**config.mk**
```make
export PLATFORM = sky130hd
export DESIGN_NAME = irq_retry_ctrl
export DESIGN_NICKNAME = d
export VERILOG_FILES = /design/src/inc/irq_retry_pkg.sv /design/src/rtl/irq_retry_ctrl.sv
export SDC_FILE = /design/constraint.sdc
export NUM_CORES = 1
export LEC_CHECK = 0
export BUFFER_PORTS_ARGS = -buffer_cell sky130_fd_sc_hd__buf_4
export CORE_UTILIZATION = 40
export CTS_CLUSTER_DIAMETER = 60
export CTS_CLUSTER_SIZE = 12
export DETAILED_ROUTE_END_ITERATION = 16
export SLEW_MARGIN = 10
export SYNTH_ARGS = -nofsm -noshare
export SYNTH_HDL_FRONTEND = slang
export SYNTH_SLANG_ARGS = --single-unit
```
**constraint.sdc**
```tcl
create_clock -name ref_clk -period 3.7 [get_ports ref_clk]
set_input_delay 0 -clock ref_clk [delete_from_list [all_inputs] [get_ports ref_clk]]
set_output_delay 0 -clock ref_clk [all_outputs]
set_load 0.1 [all_outputs]
```
**src/inc/irq_retry_pkg.sv**
```systemverilog
// Constants, field layouts and carrier types for the common interrupt and retry block
package irq_retry_pkg;
   localparam int          ADDR_W            = 16;
   localparam int          DATA_W            = 8;
   // ***********************************************************
   // Register byte offsets, high byte of wide registers first
   // ***********************************************************
   localparam logic [15:0] OFS_COMMON_FLAGS  = 16'h0015;
   localparam logic [15:0] OFS_SOCK_MASK     = 16'h0016;
   localparam logic [15:0] OFS_RTR_HI        = 16'h0017;
   localparam logic [15:0] OFS_RTR_LO        = 16'h0018;
   localparam logic [15:0] OFS_RETRY_COUNT   = 16'h0019;
   localparam logic [15:0] OFS_AUTH_HI       = 16'h001C;
   localparam logic [15:0] OFS_AUTH_LO       = 16'h001D;
   localparam logic [15:0] OFS_AUTH_ALGO     = 16'h001E;
   localparam logic [15:0] OFS_CHIP_REV      = 16'h001F;
   localparam logic [15:0] OFS_LCP_INTERVAL  = 16'h0028;
   localparam logic [15:0] OFS_LCP_MAGIC     = 16'h0029;
   localparam logic [15:0] OFS_WAIT_HI       = 16'h0030;
   localparam logic [15:0] OFS_WAIT_LO       = 16'h0031;
   localparam logic [15:0] OFS_SOCK_SUMMARY  = 16'h0034;
   localparam logic [15:0] OFS_COMMON_MASK   = 16'h0036;
   // ***********************************************************
   // Fields and reset values
   // ***********************************************************
   localparam int          BIT_IP_CONFLICT   = 7;
   localparam int          BIT_PPP_CLOSE     = 5;
   localparam logic [7:0]  COMMON_VALID      = 8'hA0;
   localparam logic [15:0] RST_RTR           = 16'h07D0;
   localparam logic [7:0]  RST_RETRY_COUNT   = 8'h08;
   localparam logic [15:0] RST_ZERO16        = 16'h0000;
   localparam logic [7:0]  RST_ZERO8         = 8'h00;
   localparam logic [15:0] AUTH_PAP          = 16'hC023;
   localparam logic [15:0] AUTH_CHAP         = 16'hC223;
   localparam logic [16:0] RTR_CAP           = 17'h0FFFF;
   // ***********************************************************
   // Timing
   // ***********************************************************
   localparam int          CLK_PERIOD_NS     = 5;
   localparam int          TICK_US           = 100;
   localparam int          TICK_CYCLES_DEF   = (TICK_US * 1000) / CLK_PERIOD_NS;
   localparam int          LCP_UNIT_MS       = 25;
   localparam logic [7:0]  LCP_TICKS         = 8'((LCP_UNIT_MS * 1000) / TICK_US);
   // ***********************************************************
   // Carriers
   // ***********************************************************
   typedef struct packed {
      logic              wr;
      logic              rd;
      logic [15:0]       addr;
      logic [7:0]        wdata;
   } reg_req_t;
   typedef struct packed {
      logic              start;
      logic              is_tcp;
      logic              ack;
   } retry_ctl_t;
   typedef struct packed {
      logic              retransmit;
      logic              timeout;
      logic              tcp_close;
      logic              busy;
   } retry_stat_t;
   typedef struct packed {
      logic              load;
      logic [15:0]       auth_type;
      logic [7:0]        algo;
   } ppp_info_t;
   typedef enum logic {RS_IDLE, RS_WAIT} retry_state_t;
endpackage : irq_retry_pkg

```
**src/rtl/irq_retry_ctrl.sv**
```systemverilog
// Common interrupt aggregation, reassert wait, retry timer, PPPoE info registers
// Overview of operation
// - Interrupt pin asserts when a common flag is set and its mask bit is one.
// - A zero mask bit blocks the interrupt though the flag still sets.
// - Sixteen-bit retry period in 100us units, reset to 2000 (200ms).
// - Retransmit when the peer does not answer or answers late after commands.
// - Eight-bit retry count, reset 8; final timeout after count plus one periods.
// - TCP final timeout closes the socket together with its timeout flag.
// - Hardware address request repeats each period, count plus one periods in all.
// - Unacknowledged TCP segments retransmit each timeout, then final timeout.
// - TCP period doubles per retransmission until doubling would pass 65535.
// - Read-only authentication type, 0xC023 or 0xC223, resets to zero.
// - Read-only authentication algorithm register, resets to zero.
// - Read-only fixed chip revision code.
// - Echo requests sent every interval count of roughly 25ms.
// - Writable magic value, reset zero, used in link negotiation.
// - Sixteen-bit reassert wait register, reset zero.
// - After release with sources pending, reassert after wait plus one clocks.
// - Socket summary bit n sets on socket n interrupt; masked bit drives pin.
// - Summary bit clears once socket flags are all zero; pin then releases.
// - Flag 7 sets on address conflict, flag 5 on PPPoE close; write one clears.
// - Pin stays low while any unmasked common flag stays set and no other unmasked source drops.
// - Eight-bit socket mask; bit n enables summary bit n onto the pin.
module irq_retry_ctrl #(
   parameter int TICK_CYCLES = irq_retry_pkg::TICK_CYCLES_DEF,
   parameter logic [7:0] CHIP_REV_CODE = 8'h5A // Arbitrary value
) (
   input  wire logic                       ref_clk,
   input  wire logic                       arst_n,
   input  wire irq_retry_pkg::reg_req_t    bus_req,
   output logic [7:0]                      rdata,
   input  wire logic                       ip_conflict_evt,
   input  wire logic                       ppp_close_evt,
   input  wire logic [7:0]                 sock_irq_evt,
   input  wire logic [7:0]                 sock_irq_any,
   input  wire irq_retry_pkg::ppp_info_t   ppp_info,
   input  wire logic                       ppp_mode,
   input  wire irq_retry_pkg::retry_ctl_t  retry_ctl,
   output irq_retry_pkg::retry_stat_t      retry_stat,
   output logic                            lcp_echo_req,
   output logic [7:0]                      lcp_magic,
   output logic                            irq_out_n
);
   import irq_retry_pkg::*;

   localparam int TICK_W = (TICK_CYCLES > 1) ? $clog2(TICK_CYCLES) : 1;

   function automatic logic wr_at(input reg_req_t r, input logic [15:0] ofs);
      return r.wr && (r.addr == ofs);
   endfunction : wr_at

   // ***********************************************************
   // Registers
   // ***********************************************************
   logic [7:0]   common_irq_flags_ff;
   logic [7:0]   common_irq_mask_ff;
   logic [7:0]   socket_irq_mask_ff;
   logic [7:0]   socket_irq_summary_ff;
   logic [15:0]  retry_timeout_value_ff;
   logic [7:0]   retry_count_ff;
   logic [15:0]  ppp_auth_type_ff;
   logic [7:0]   ppp_auth_algorithm_ff;
   logic [7:0]   lcp_echo_interval_ff;
   logic [7:0]   lcp_magic_value_ff;
   logic [15:0]  irq_reassert_wait_ff;
   logic [7:0]   rdata_ff;
   logic [7:0]   nxt_rdata;
   logic [7:0]   nxt_common_irq_flags;
   logic [7:0]   nxt_socket_irq_summary;
   logic [7:0]   flag_clear;
   logic [7:0]   flag_set;
   logic [7:0]   sock_drop;

   assign flag_clear = wr_at(bus_req, OFS_COMMON_FLAGS) ? bus_req.wdata : 8'h00;
   assign flag_set   = {ip_conflict_evt, 1'b0, ppp_close_evt, 5'h00};
   // Set beats a same-cycle write-one clear
   assign nxt_common_irq_flags = ((common_irq_flags_ff & ~flag_clear) | flag_set) & COMMON_VALID;
   assign sock_drop            = ~sock_irq_any & ~sock_irq_evt;
   // New event wins over the auto-clear of a silent socket
   assign nxt_socket_irq_summary = sock_irq_evt | (socket_irq_summary_ff & sock_irq_any);

   always_ff @(posedge ref_clk or negedge arst_n) begin
      if (!arst_n) begin
         common_irq_flags_ff    <= RST_ZERO8;
         common_irq_mask_ff     <= RST_ZERO8;
         socket_irq_mask_ff     <= RST_ZERO8;
         socket_irq_summary_ff  <= RST_ZERO8;
         retry_timeout_value_ff <= RST_RTR;
         retry_count_ff         <= RST_RETRY_COUNT;
         ppp_auth_type_ff       <= RST_ZERO16;
         ppp_auth_algorithm_ff  <= RST_ZERO8;
         lcp_echo_interval_ff   <= RST_ZERO8;
         lcp_magic_value_ff     <= RST_ZERO8;
         irq_reassert_wait_ff   <= RST_ZERO16;
         rdata_ff               <= RST_ZERO8;
      end else begin
         common_irq_flags_ff   <= nxt_common_irq_flags;
         socket_irq_summary_ff <= nxt_socket_irq_summary;
         rdata_ff              <= nxt_rdata;
         if (wr_at(bus_req, OFS_COMMON_MASK)) begin
            common_irq_mask_ff <= bus_req.wdata & COMMON_VALID;
         end
         if (wr_at(bus_req, OFS_SOCK_MASK)) begin
            socket_irq_mask_ff <= bus_req.wdata;
         end
         if (wr_at(bus_req, OFS_RTR_HI)) begin
            retry_timeout_value_ff[15:8] <= bus_req.wdata;
         end
         if (wr_at(bus_req, OFS_RTR_LO)) begin
            retry_timeout_value_ff[7:0] <= bus_req.wdata;
         end
         if (wr_at(bus_req, OFS_RETRY_COUNT)) begin
            retry_count_ff <= bus_req.wdata;
         end
         if (wr_at(bus_req, OFS_LCP_INTERVAL)) begin
            lcp_echo_interval_ff <= bus_req.wdata;
         end
         if (wr_at(bus_req, OFS_LCP_MAGIC)) begin
            lcp_magic_value_ff <= bus_req.wdata;
         end
         if (wr_at(bus_req, OFS_WAIT_HI)) begin
            irq_reassert_wait_ff[15:8] <= bus_req.wdata;
         end
         if (wr_at(bus_req, OFS_WAIT_LO)) begin
            irq_reassert_wait_ff[7:0] <= bus_req.wdata;
         end
         // Negotiation results come from the PPPoE engine, never from the bus
         if (ppp_info.load) begin
            ppp_auth_type_ff      <= ppp_info.auth_type;
            ppp_auth_algorithm_ff <= ppp_info.algo;
         end
      end
   end

   // ***********************************************************
   // Read selection
   // ***********************************************************
   always_comb begin
      nxt_rdata = 8'h00;
      if (bus_req.rd) begin
         case (bus_req.addr)
            OFS_COMMON_FLAGS: nxt_rdata = common_irq_flags_ff;
            OFS_SOCK_MASK:    nxt_rdata = socket_irq_mask_ff;
            OFS_RTR_HI:       nxt_rdata = retry_timeout_value_ff[15:8];
            OFS_RTR_LO:       nxt_rdata = retry_timeout_value_ff[7:0];
            OFS_RETRY_COUNT:  nxt_rdata = retry_count_ff;
            OFS_AUTH_HI:      nxt_rdata = ppp_auth_type_ff[15:8];
            OFS_AUTH_LO:      nxt_rdata = ppp_auth_type_ff[7:0];
            OFS_AUTH_ALGO:    nxt_rdata = ppp_auth_algorithm_ff;
            OFS_CHIP_REV:     nxt_rdata = CHIP_REV_CODE;
            OFS_LCP_INTERVAL: nxt_rdata = lcp_echo_interval_ff;
            OFS_LCP_MAGIC:    nxt_rdata = lcp_magic_value_ff;
            OFS_WAIT_HI:      nxt_rdata = irq_reassert_wait_ff[15:8];
            OFS_WAIT_LO:      nxt_rdata = irq_reassert_wait_ff[7:0];
            OFS_SOCK_SUMMARY: nxt_rdata = socket_irq_summary_ff;
            OFS_COMMON_MASK:  nxt_rdata = common_irq_mask_ff;
            default:          nxt_rdata = 8'h00;
         endcase
      end
   end

   // ***********************************************************
   // Interrupt pin with reassert wait
   // ***********************************************************
   logic [9:0]   pend;
   logic [9:0]   pend_ff;
   logic [7:0]   common_pend;
   logic         irq_req;
   logic         src_cleared;
   logic         irq_n_ff;
   logic [15:0]  gap_ff;

   assign common_pend = common_irq_flags_ff & common_irq_mask_ff & COMMON_VALID;
   // Only the two defined common bits join the eight socket bits
   assign pend        = {common_pend[BIT_IP_CONFLICT], common_pend[BIT_PPP_CLOSE],
                         socket_irq_summary_ff & socket_irq_mask_ff};
   assign irq_req     = |pend;
   // Any source dropping releases the pin so the host sees a fresh edge
   assign src_cleared = |(pend_ff & ~pend);

   always_ff @(posedge ref_clk or negedge arst_n) begin
      if (!arst_n) begin
         pend_ff  <= 10'h000;
         irq_n_ff <= 1'b1;
         gap_ff   <= RST_ZERO16;
      end else begin
         pend_ff <= pend;
         if (!irq_n_ff) begin
            if (!irq_req || src_cleared) begin
               irq_n_ff <= 1'b1;
               gap_ff   <= irq_reassert_wait_ff;
            end
         end else if (irq_req && (gap_ff == 16'h0000)) begin
            irq_n_ff <= 1'b0;
         end else if (gap_ff != 16'h0000) begin
            gap_ff <= gap_ff - 16'h0001;
         end
      end
   end

   // ***********************************************************
   // 100us tick
   // ***********************************************************
   logic [TICK_W-1:0] tick_cnt_ff;
   logic              tick_ff;

   always_ff @(posedge ref_clk or negedge arst_n) begin
      if (!arst_n) begin
         tick_cnt_ff <= '0;
         tick_ff     <= 1'b0;
      end else begin
         tick_ff <= (tick_cnt_ff == TICK_W'(TICK_CYCLES - 1));
         if (tick_cnt_ff == TICK_W'(TICK_CYCLES - 1)) begin
            tick_cnt_ff <= '0;
         end else begin
            tick_cnt_ff <= tick_cnt_ff + TICK_W'(1);
         end
      end
   end

   // ***********************************************************
   // Retry timer shared by address requests and TCP segments
   // ***********************************************************
   retry_state_t state_ff;
   logic [15:0]  period_ff;
   logic [15:0]  remain_ff;
   logic [7:0]   attempt_ff;
   logic         tcp_ff;
   retry_stat_t  stat_ff;
   logic [16:0]  doubled;
   logic [15:0]  nxt_period;
   logic         expire;
   logic         final_expire;

   assign doubled      = {period_ff, 1'b0};
   // Doubling stops at the last value that still fits in 16 bits
   assign nxt_period   = (tcp_ff && (doubled <= RTR_CAP)) ? doubled[15:0] : period_ff;
   assign expire       = (state_ff == RS_WAIT) && tick_ff && (remain_ff <= 16'h0001) && !retry_ctl.ack;
   assign final_expire = expire && (attempt_ff == retry_count_ff);

   always_ff @(posedge ref_clk or negedge arst_n) begin
      if (!arst_n) begin
         state_ff   <= RS_IDLE;
         period_ff  <= RST_ZERO16;
         remain_ff  <= RST_ZERO16;
         attempt_ff <= RST_ZERO8;
         tcp_ff     <= 1'b0;
         stat_ff    <= '0;
      end else begin
         stat_ff.retransmit <= 1'b0;
         stat_ff.timeout    <= 1'b0;
         stat_ff.tcp_close  <= 1'b0;
         if (retry_ctl.start) begin
            state_ff   <= RS_WAIT;
            period_ff  <= retry_timeout_value_ff;
            remain_ff  <= retry_timeout_value_ff;
            attempt_ff <= 8'h00;
            tcp_ff     <= retry_ctl.is_tcp;
         end else begin
            unique case (state_ff)
               RS_IDLE: begin
                  remain_ff <= remain_ff;
               end
               RS_WAIT: begin
                  if (retry_ctl.ack) begin
                     state_ff <= RS_IDLE;
                  end else if (final_expire) begin
                     state_ff          <= RS_IDLE;
                     stat_ff.timeout   <= 1'b1;
                     stat_ff.tcp_close <= tcp_ff;
                  end else if (expire) begin
                     stat_ff.retransmit <= 1'b1;
                     attempt_ff         <= attempt_ff + 8'h01;
                     period_ff          <= nxt_period;
                     remain_ff          <= nxt_period;
                  end else if (tick_ff) begin
                     remain_ff <= remain_ff - 16'h0001;
                  end
               end
            endcase
         end
         stat_ff.busy <= retry_ctl.start || ((state_ff == RS_WAIT) && !retry_ctl.ack && !final_expire);
      end
   end

   // ***********************************************************
   // Echo request interval
   // ***********************************************************
   logic [7:0]   lcp_sub_ff;
   logic [7:0]   lcp_units_ff;
   logic         lcp_echo_ff;
   logic         lcp_on;
   logic         lcp_unit;

   assign lcp_on   = ppp_mode && (lcp_echo_interval_ff != 8'h00);
   assign lcp_unit = tick_ff && (lcp_sub_ff == LCP_TICKS - 8'h01);

   always_ff @(posedge ref_clk or negedge arst_n) begin
      if (!arst_n) begin
         lcp_sub_ff   <= RST_ZERO8;
         lcp_units_ff <= RST_ZERO8;
         lcp_echo_ff  <= 1'b0;
      end else begin
         lcp_echo_ff <= 1'b0;
         if (!lcp_on) begin
            lcp_sub_ff   <= RST_ZERO8;
            lcp_units_ff <= RST_ZERO8;
         end else if (tick_ff) begin
            lcp_sub_ff <= lcp_unit ? 8'h00 : lcp_sub_ff + 8'h01;
            if (lcp_unit && (lcp_units_ff == lcp_echo_interval_ff - 8'h01)) begin
               lcp_units_ff <= 8'h00;
               lcp_echo_ff  <= 1'b1;
            end else if (lcp_unit) begin
               lcp_units_ff <= lcp_units_ff + 8'h01;
            end
         end
      end
   end

   assign rdata        = rdata_ff;
   assign irq_out_n    = irq_n_ff;
   assign retry_stat   = stat_ff;
   assign lcp_echo_req = lcp_echo_ff;
   assign lcp_magic    = lcp_magic_value_ff;
endmodule : irq_retry_ctrl

```
* Word-level counts from Yosys, hierarchy flattened
Index checks and enable logic that the tools add are counted.
W data, S select, Z words.
** Storage, ports and cells
- Register bits after elaboration :: 214
- Input bits :: 75
- Output and inout port bits :: 22
- Word-level logic and storage cells :: 165
** Cells by class
- $add $sub $neg :: 7
- Magnitude comparators :: 2
- Eq/ne operators :: 29
- Muxes and demuxes :: 48
- Bitwise logic cells :: 10
- Reductions and logical operators :: 38
** Operators by type and width (count)
- $mux W16 :: 16
- $eq A16 B5 Y1 const B :: 9
- $pmux W8 S15 :: 1
- $mux W8 :: 14
- $eq A16 B6 Y1 const B :: 6
- $and A8 B8 Y8 :: 4
- $sub A16 B1 Y16 const B :: 2
- $add A8 B1 Y8 const B :: 3
- $logic_and A1 B1 Y1 :: 21
- $reduce_or A10 Y1 :: 2
- $le A17 B16 Y1 const B :: 1
- $eq A8 B8 Y1 :: 2
- $le A16 B1 Y1 const B :: 1
- $logic_not A16 Y1 :: 1
- $or A8 B8 Y8 :: 2
- $reduce_bool A16 Y1 :: 1
- $add A15 B1 Y15 const B :: 1
- $eq A15 B15 Y1 const B :: 1
- $mux W15 :: 1
- $mux W1 :: 12
- $and A10 B10 Y10 :: 1
- $not A10 Y10 :: 1
- $mux W3 :: 3
- $eq A8 B8 Y1 const B :: 1
- 16 further kinds :: 27

* Depth between registers and ports, before layout
- Depth in word-level cells :: 8
- Gate-level depth with buffers :: 9
- Depth with buffers taken out :: 7

* Worst setup path before layout
OpenSTA, ideal clock, no wires.
- Path kind :: reg2reg
- Start :: register remain_ff[14]
- End :: register period_ff[4]
- Setup time :: 139 ps
- Arrival :: 2408 ps
- Required time :: 3561 ps
- Slack :: 1152 ps
- Cell stages (with the launch flop) :: 8
- Path buffers :: 2
- Clock period less this slack :: 2548 ps
- Cell sequence :: dfrtp_1 > or4_4 > or4_1 > buf_2 > a2111oi_4 > buf_6 > mux2i_1 > a21oi_1
** On the way
- Cells in the longest elaborated chain, start to end :: 6
- Elaborated cells between the ends (all ways) :: 7
- Those cells by class :: 1 x order compare; 1 x eq/ne; 5 x reduce/logical
** RTL lines
- start, declared :: RTL line irq_retry_ctrl.sv:226 : logic [15:0] remain_ff;
- start signal, assigned :: RTL line irq_retry_ctrl.sv:256 : remain_ff <= retry_timeout_value_ff;
- start signal, assigned :: RTL line irq_retry_ctrl.sv:262 : remain_ff <= remain_ff;
- start signal, assigned :: RTL line irq_retry_ctrl.sv:275 : remain_ff <= nxt_period;
- $le A16 B1 Y1 (*) :: RTL line irq_retry_ctrl.sv:238 : assign expire = (state_ff == RS_WAIT) && tick_ff && (remain_ff <= 16'h0001) && !retry_ctl.ack;
- $logic_and A1 B1 Y1 (*) (2 in series) :: RTL line irq_retry_ctrl.sv:238
- $logic_and A1 B1 Y1 :: RTL line irq_retry_ctrl.sv:239 : assign final_expire = expire && (attempt_ff == retry_count_ff);
- $ne A2 B2 Y1 (no line)
- $reduce_and A4 Y1 (no line) (*)
- end signal, assigned :: RTL line irq_retry_ctrl.sv:255 : period_ff <= retry_timeout_value_ff;
- end signal, assigned :: RTL line irq_retry_ctrl.sv:274 : period_ff <= nxt_period;
- end, declared :: RTL line irq_retry_ctrl.sv:225 : logic [15:0] period_ff;
Mark *: on every way between the ends. The rest lies on a longest branch, timed or not.
A chain may end at the register's enable or synchronous reset.

* Final worst setup path
- Start :: register remain_ff[14]
- End :: register attempt_ff[5]
** On the way
- Cells in the longest elaborated chain, start to end :: 6
- Elaborated cells between the ends (all ways) :: 7
- Those cells by class :: 1 x order compare; 1 x eq/ne; 5 x reduce/logical
** RTL lines
- $le A16 B1 Y1 (*) :: RTL line irq_retry_ctrl.sv:238
- $logic_and A1 B1 Y1 (*) (2 in series) :: RTL line irq_retry_ctrl.sv:238
- $logic_and A1 B1 Y1 :: RTL line irq_retry_ctrl.sv:239
- $ne A2 B2 Y1 (no line)
- $reduce_and A4 Y1 (no line) (*)
- end signal, assigned :: RTL line irq_retry_ctrl.sv:273 : attempt_ff <= attempt_ff + 8'h01;
- end, declared :: RTL line irq_retry_ctrl.sv:227 : logic [7:0] attempt_ff;
Marks and branches as above.

==> impl_metrics.yaml <==
run_status:
  status: "completed"
route:
  vias_per_cell: 5.752
  drt_wl_total_um: 32030
  ant_nets: 0
  num_vias: 9324
  wire_per_inst_um: 19.76
  drc: 0
  dr.pass1.iters: 6
  drt_iter0_drc: 846
worst_setup_path:
  critPathLaunchType: "register"
  reg2reg_to: "attempt_ff[5]"
  startpoint: "remain_ff[14]"
  end_kind: "register"
  reg2reg_depth: 5
  r2r_start: "remain_ff[14]"
  required_ns: 4.14
  crit_type: "reg2reg"
  crit_fanout: 6
  reg2reg_slack_ns: 0.83
  worst_ep_arrival_time_ns: 3.30
worst_hold_path:
  hold_class: "in2reg"
  hp-start: "bus_req[10]"
  holdPathStages: 5
  whs_endpoint: "common_irq_mask_ff[5]"
global_route:
  overflow: 0
  grtUsageTotal_pct: 22.97
  first_global_vias: 9102
  antenna_found_initial: 0
  grt_max_degree: 109
  grt_pass1_wl_um: 51410
timing:
  hold_violations: 0
  finalCritPeriodShare_pct: 77.44
  max_clock_freq_ghz: 0.3490
  setup_ws_ns: 0.8347
  worst_pin_slew_ns: 0.9657
  finalSetupViolCount: 0
  tns_ns: 0
  whs_ns: 0.03182
  clock_skew_ns: 0.01526
  slew_headroom_pct: 35.08
  period_needed_ns: 2.865
  report.final.slew_viol_count: 0
  grt_setup_unrepaired: "false"
floorplanning:
  die_y_um: 168.8
  die-area_um2: 28490
  initial_utilization_pct: 41.05
  core_um2: 27100
  rows: 60
  die_width_um: 168.8
  ios: 97
power:
  ir_drop_v: 0.0002719
  netSwitchingPower_mw: 1.702
  powerDensity_nw_per_um2: 437.1
  p_int_mw: 4.377
  swShare_pct: 28.00
  p_comb_share_pct: 16.9
  p_leak_nw: 5.943
  clockPowerShare_pct: 39.2
  seq_power_share_pct: 43.9
clocking:
  cts_buffer_depth: 3
  root_buffer: "clkbuf_16"
  cts.sink_count: 214
  tritoncts: "built"
  clock_latency_ns: 0.52
  cts_buffers: 25
  cts.clk_slew.worst_paths_ns: 0.06
  htreeDepth: 1
  cts_setup_buffers: 0
  post_cts_resized: 0
synth:
  syn_inst: 1055
  synth_cell_type_count: 71
  syn_area_um2: 11130
  synth_top_area_share_pct: 46.33
  yosys_warnings: 0
  async_reset_ff_share_pct: 100.0
  ys_ff_latch: 214
  synth_nets: 1140
  ys_dominant_reg_cell: "dfrtp_1"
  synth_area_leaders: "dfrtp_1 (46%), mux2_2 (9.2%), mux2i_1 (3.0%)"
  synth_edf_count: 0
  syn_area_per_cell_um2: 10.55
  yosysTopAreaCell: "dfrtp_1"
  seq_area_frac_synth_pct: 48.22
placement:
  hpwlAfterDp_um: 22340
  place_congestion: 0.8999
  dp_slack_ns: 0.8529
  dpl-instance-area_um2: 12300
  place.port_buffers: 96
final_layout:
  synthToLayoutAreaGrowth_pct: 25.01
  drive_above_1_share_pct: 22.42
  diodes: 0
  nFillCells: 2444
  nNetsFinal: 1317
  design_area_um2: 13910
run:
  drv_cap: 0
## cell usage after synthesis, drive strengths merged (8+ instances only)
cell type	number
a22oi	16
nand3b	8
o221a	12
nand2	79
a21oi	27
inv	49
and2	12
xor2	28
a31oi	17
nor4	15
dfstp	8
buf	8
ha	10
a21o	10
nand2b	11
nand3	26
a221oi	9
xnor2	26
mux2i	33
a21boi	8
o21ai	33
and3	10
nor2b	8
o32ai	11
o31ai	9
or4	13
mux2	91
nor2	56
dfrtp	206
nor3	42
nand4	26
clkbuf	41
o211ai	8
## worst max-delay path: stages, from the launching register on
cell and delay, ns:
dfrtp_1 0.42, or4_4 0.57, nor4_1 0.73, o211ai_1 0.35, or4_1 0.56, a21oi_1 0.15
## registers in the layout (all words and copies together), names as in the netlist, 2 cells and up
signal / flops
gap_ff: 16
irq_reassert_wait_ff: 16
period_ff: 16
ppp_auth_type_ff: 16
remain_ff: 16
retry_timeout_value_ff: 16
tick_cnt_ff: 15
pend_ff: 10
attempt_ff: 8
lcp_echo_interval_ff: 8
lcp_magic: 8
lcp_sub_ff: 8
lcp_units_ff: 8
ppp_auth_algorithm_ff: 8
rdata: 8
retry_count_ff: 8
socket_irq_mask_ff: 8
socket_irq_summary_ff: 8
retry_stat: 4
common_irq_flags_ff: 2
common_irq_mask_ff: 2
## worst max path at each step
stage / cells past startpoint / slack, ns / end
floorplan: 7 / 1.15 / period_ff[4]
global placement: 5 / 0.91 / attempt_ff[7]
detailed placement: 5 / 0.85 / attempt_ff[7]
CTS: 5 / 0.83 / attempt_ff[5]
global route: 5 / 0.67 / attempt_ff[7]
finish: 5 / 0.83 / attempt_ff[5]
## kinds of logic after synthesis
kind of cell,count (synthesis),share of synthesized area (%)
simple gates,337,16.24
compound gates,218,14.58
flops,214,48.22
mux,124,12.18
buf+inv,98,3.408
xor+xnor,54,4.251
fa+ha+maj,10,1.125
## power by group through the flow
stage / clock [mW] / sequential (mW) / combinational (mW)
after floorplan: 0 / 2.68 / 0.648
after global placement: 0 / 2.70 / 0.923
after detailed placement: 0 / 2.70 / 0.936
after CTS: 2.44 / 2.66 / 1.02
after global routing: 2.53 / 2.69 / 1.13
final: 2.38 / 2.67 / 1.03
## repair_timing
item / 4_1_cts / 5_1_grt
endpoints found under the hold margin: 222 / 0
hold buffers: 82 / 0
setup endpoints to repair: 0 / 0
## cell usage in the layout (no fill, tap or decap), types with 8 or more instances in the layout
| cell | synthesis | layout |
|---|---|---|
| and2_1 | 12 | 12 |
| or4_1 | 12 | 12 |
| dfrtp_1 | 206 | 206 |
| nand4_1 | 26 | 26 |
| and3_1 | 10 | 10 |
| a221oi_1 | 9 | 9 |
| o21ai_0 | 26 | 26 |
| a31oi_1 | 17 | 17 |
| o31ai_1 | 9 | 9 |
| nand3b_1 | 8 | 8 |
| nor4_1 | 15 | 12 |
| inv_1 | 49 | 49 |
| o221a_2 | 12 | 12 |
| nand3_1 | 26 | 26 |
| nor2_1 | 56 | 56 |
| ha_1 | 10 | 10 |
| nand2b_1 | 11 | 11 |
| a21o_1 | 10 | 10 |
| a22oi_1 | 16 | 16 |
| buf_4 | 0 | 116 |
| nor2b_1 | 8 | 8 |
| mux2i_1 | 33 | 33 |
| xnor2_1 | 26 | 26 |
| nand2_1 | 79 | 79 |
| mux2_2 | 91 | 91 |
| a21boi_0 | 8 | 8 |
| dfstp_2 | 8 | 8 |
| o32ai_1 | 11 | 11 |
| o211ai_1 | 8 | 8 |
| a21oi_1 | 27 | 27 |
| xor2_1 | 28 | 28 |
| clkbuf_16 | 0 | 25 |
| dlygate4sd3_1 | 0 | 82 |
| nor3_1 | 40 | 40 |
## final cells by class
| type | instances | area, um2 | share of cell area (%) |
|---|---|---|---|
| timing repair buffer | 199 | 1707 | 12.27 |
| sequential | 214 | 5365 | 38.58 |
| clock inverter | 8 | 80.08 | 0.5757 |
| multi-input combinational | 743 | 5400 | 38.83 |
| inverter | 49 | 183.9 | 1.322 |
| tap | 372 | 465.4 | 3.347 |
| clock buffer | 36 | 706.9 | 5.083 |
## metrics by stage
stage,power (mW),util [%],cells
finish,6.080,51.32,1621
detailed placement,3.636,45.39,1495
floorplan,3.325,-,1055
global placement,3.619,45.39,1495
CTS,6.120,51.32,1621
global route,6.357,51.32,1621
## per-layer routing
| layer | wire, um | up-vias | track usage, % |
|---|---|---|---|
| li1 | - | 4298 | - |
| met1 | 14700 | 4641 | 32.85 |
| met2 | 14580 | 331 | 35.91 |
| met3 | 1943 | 54 | 3.858 |
| met4 | 801 | 0 | 6.364 |
| met5 | 0 | - | 0 |
(Power assumes the default switching activity.)
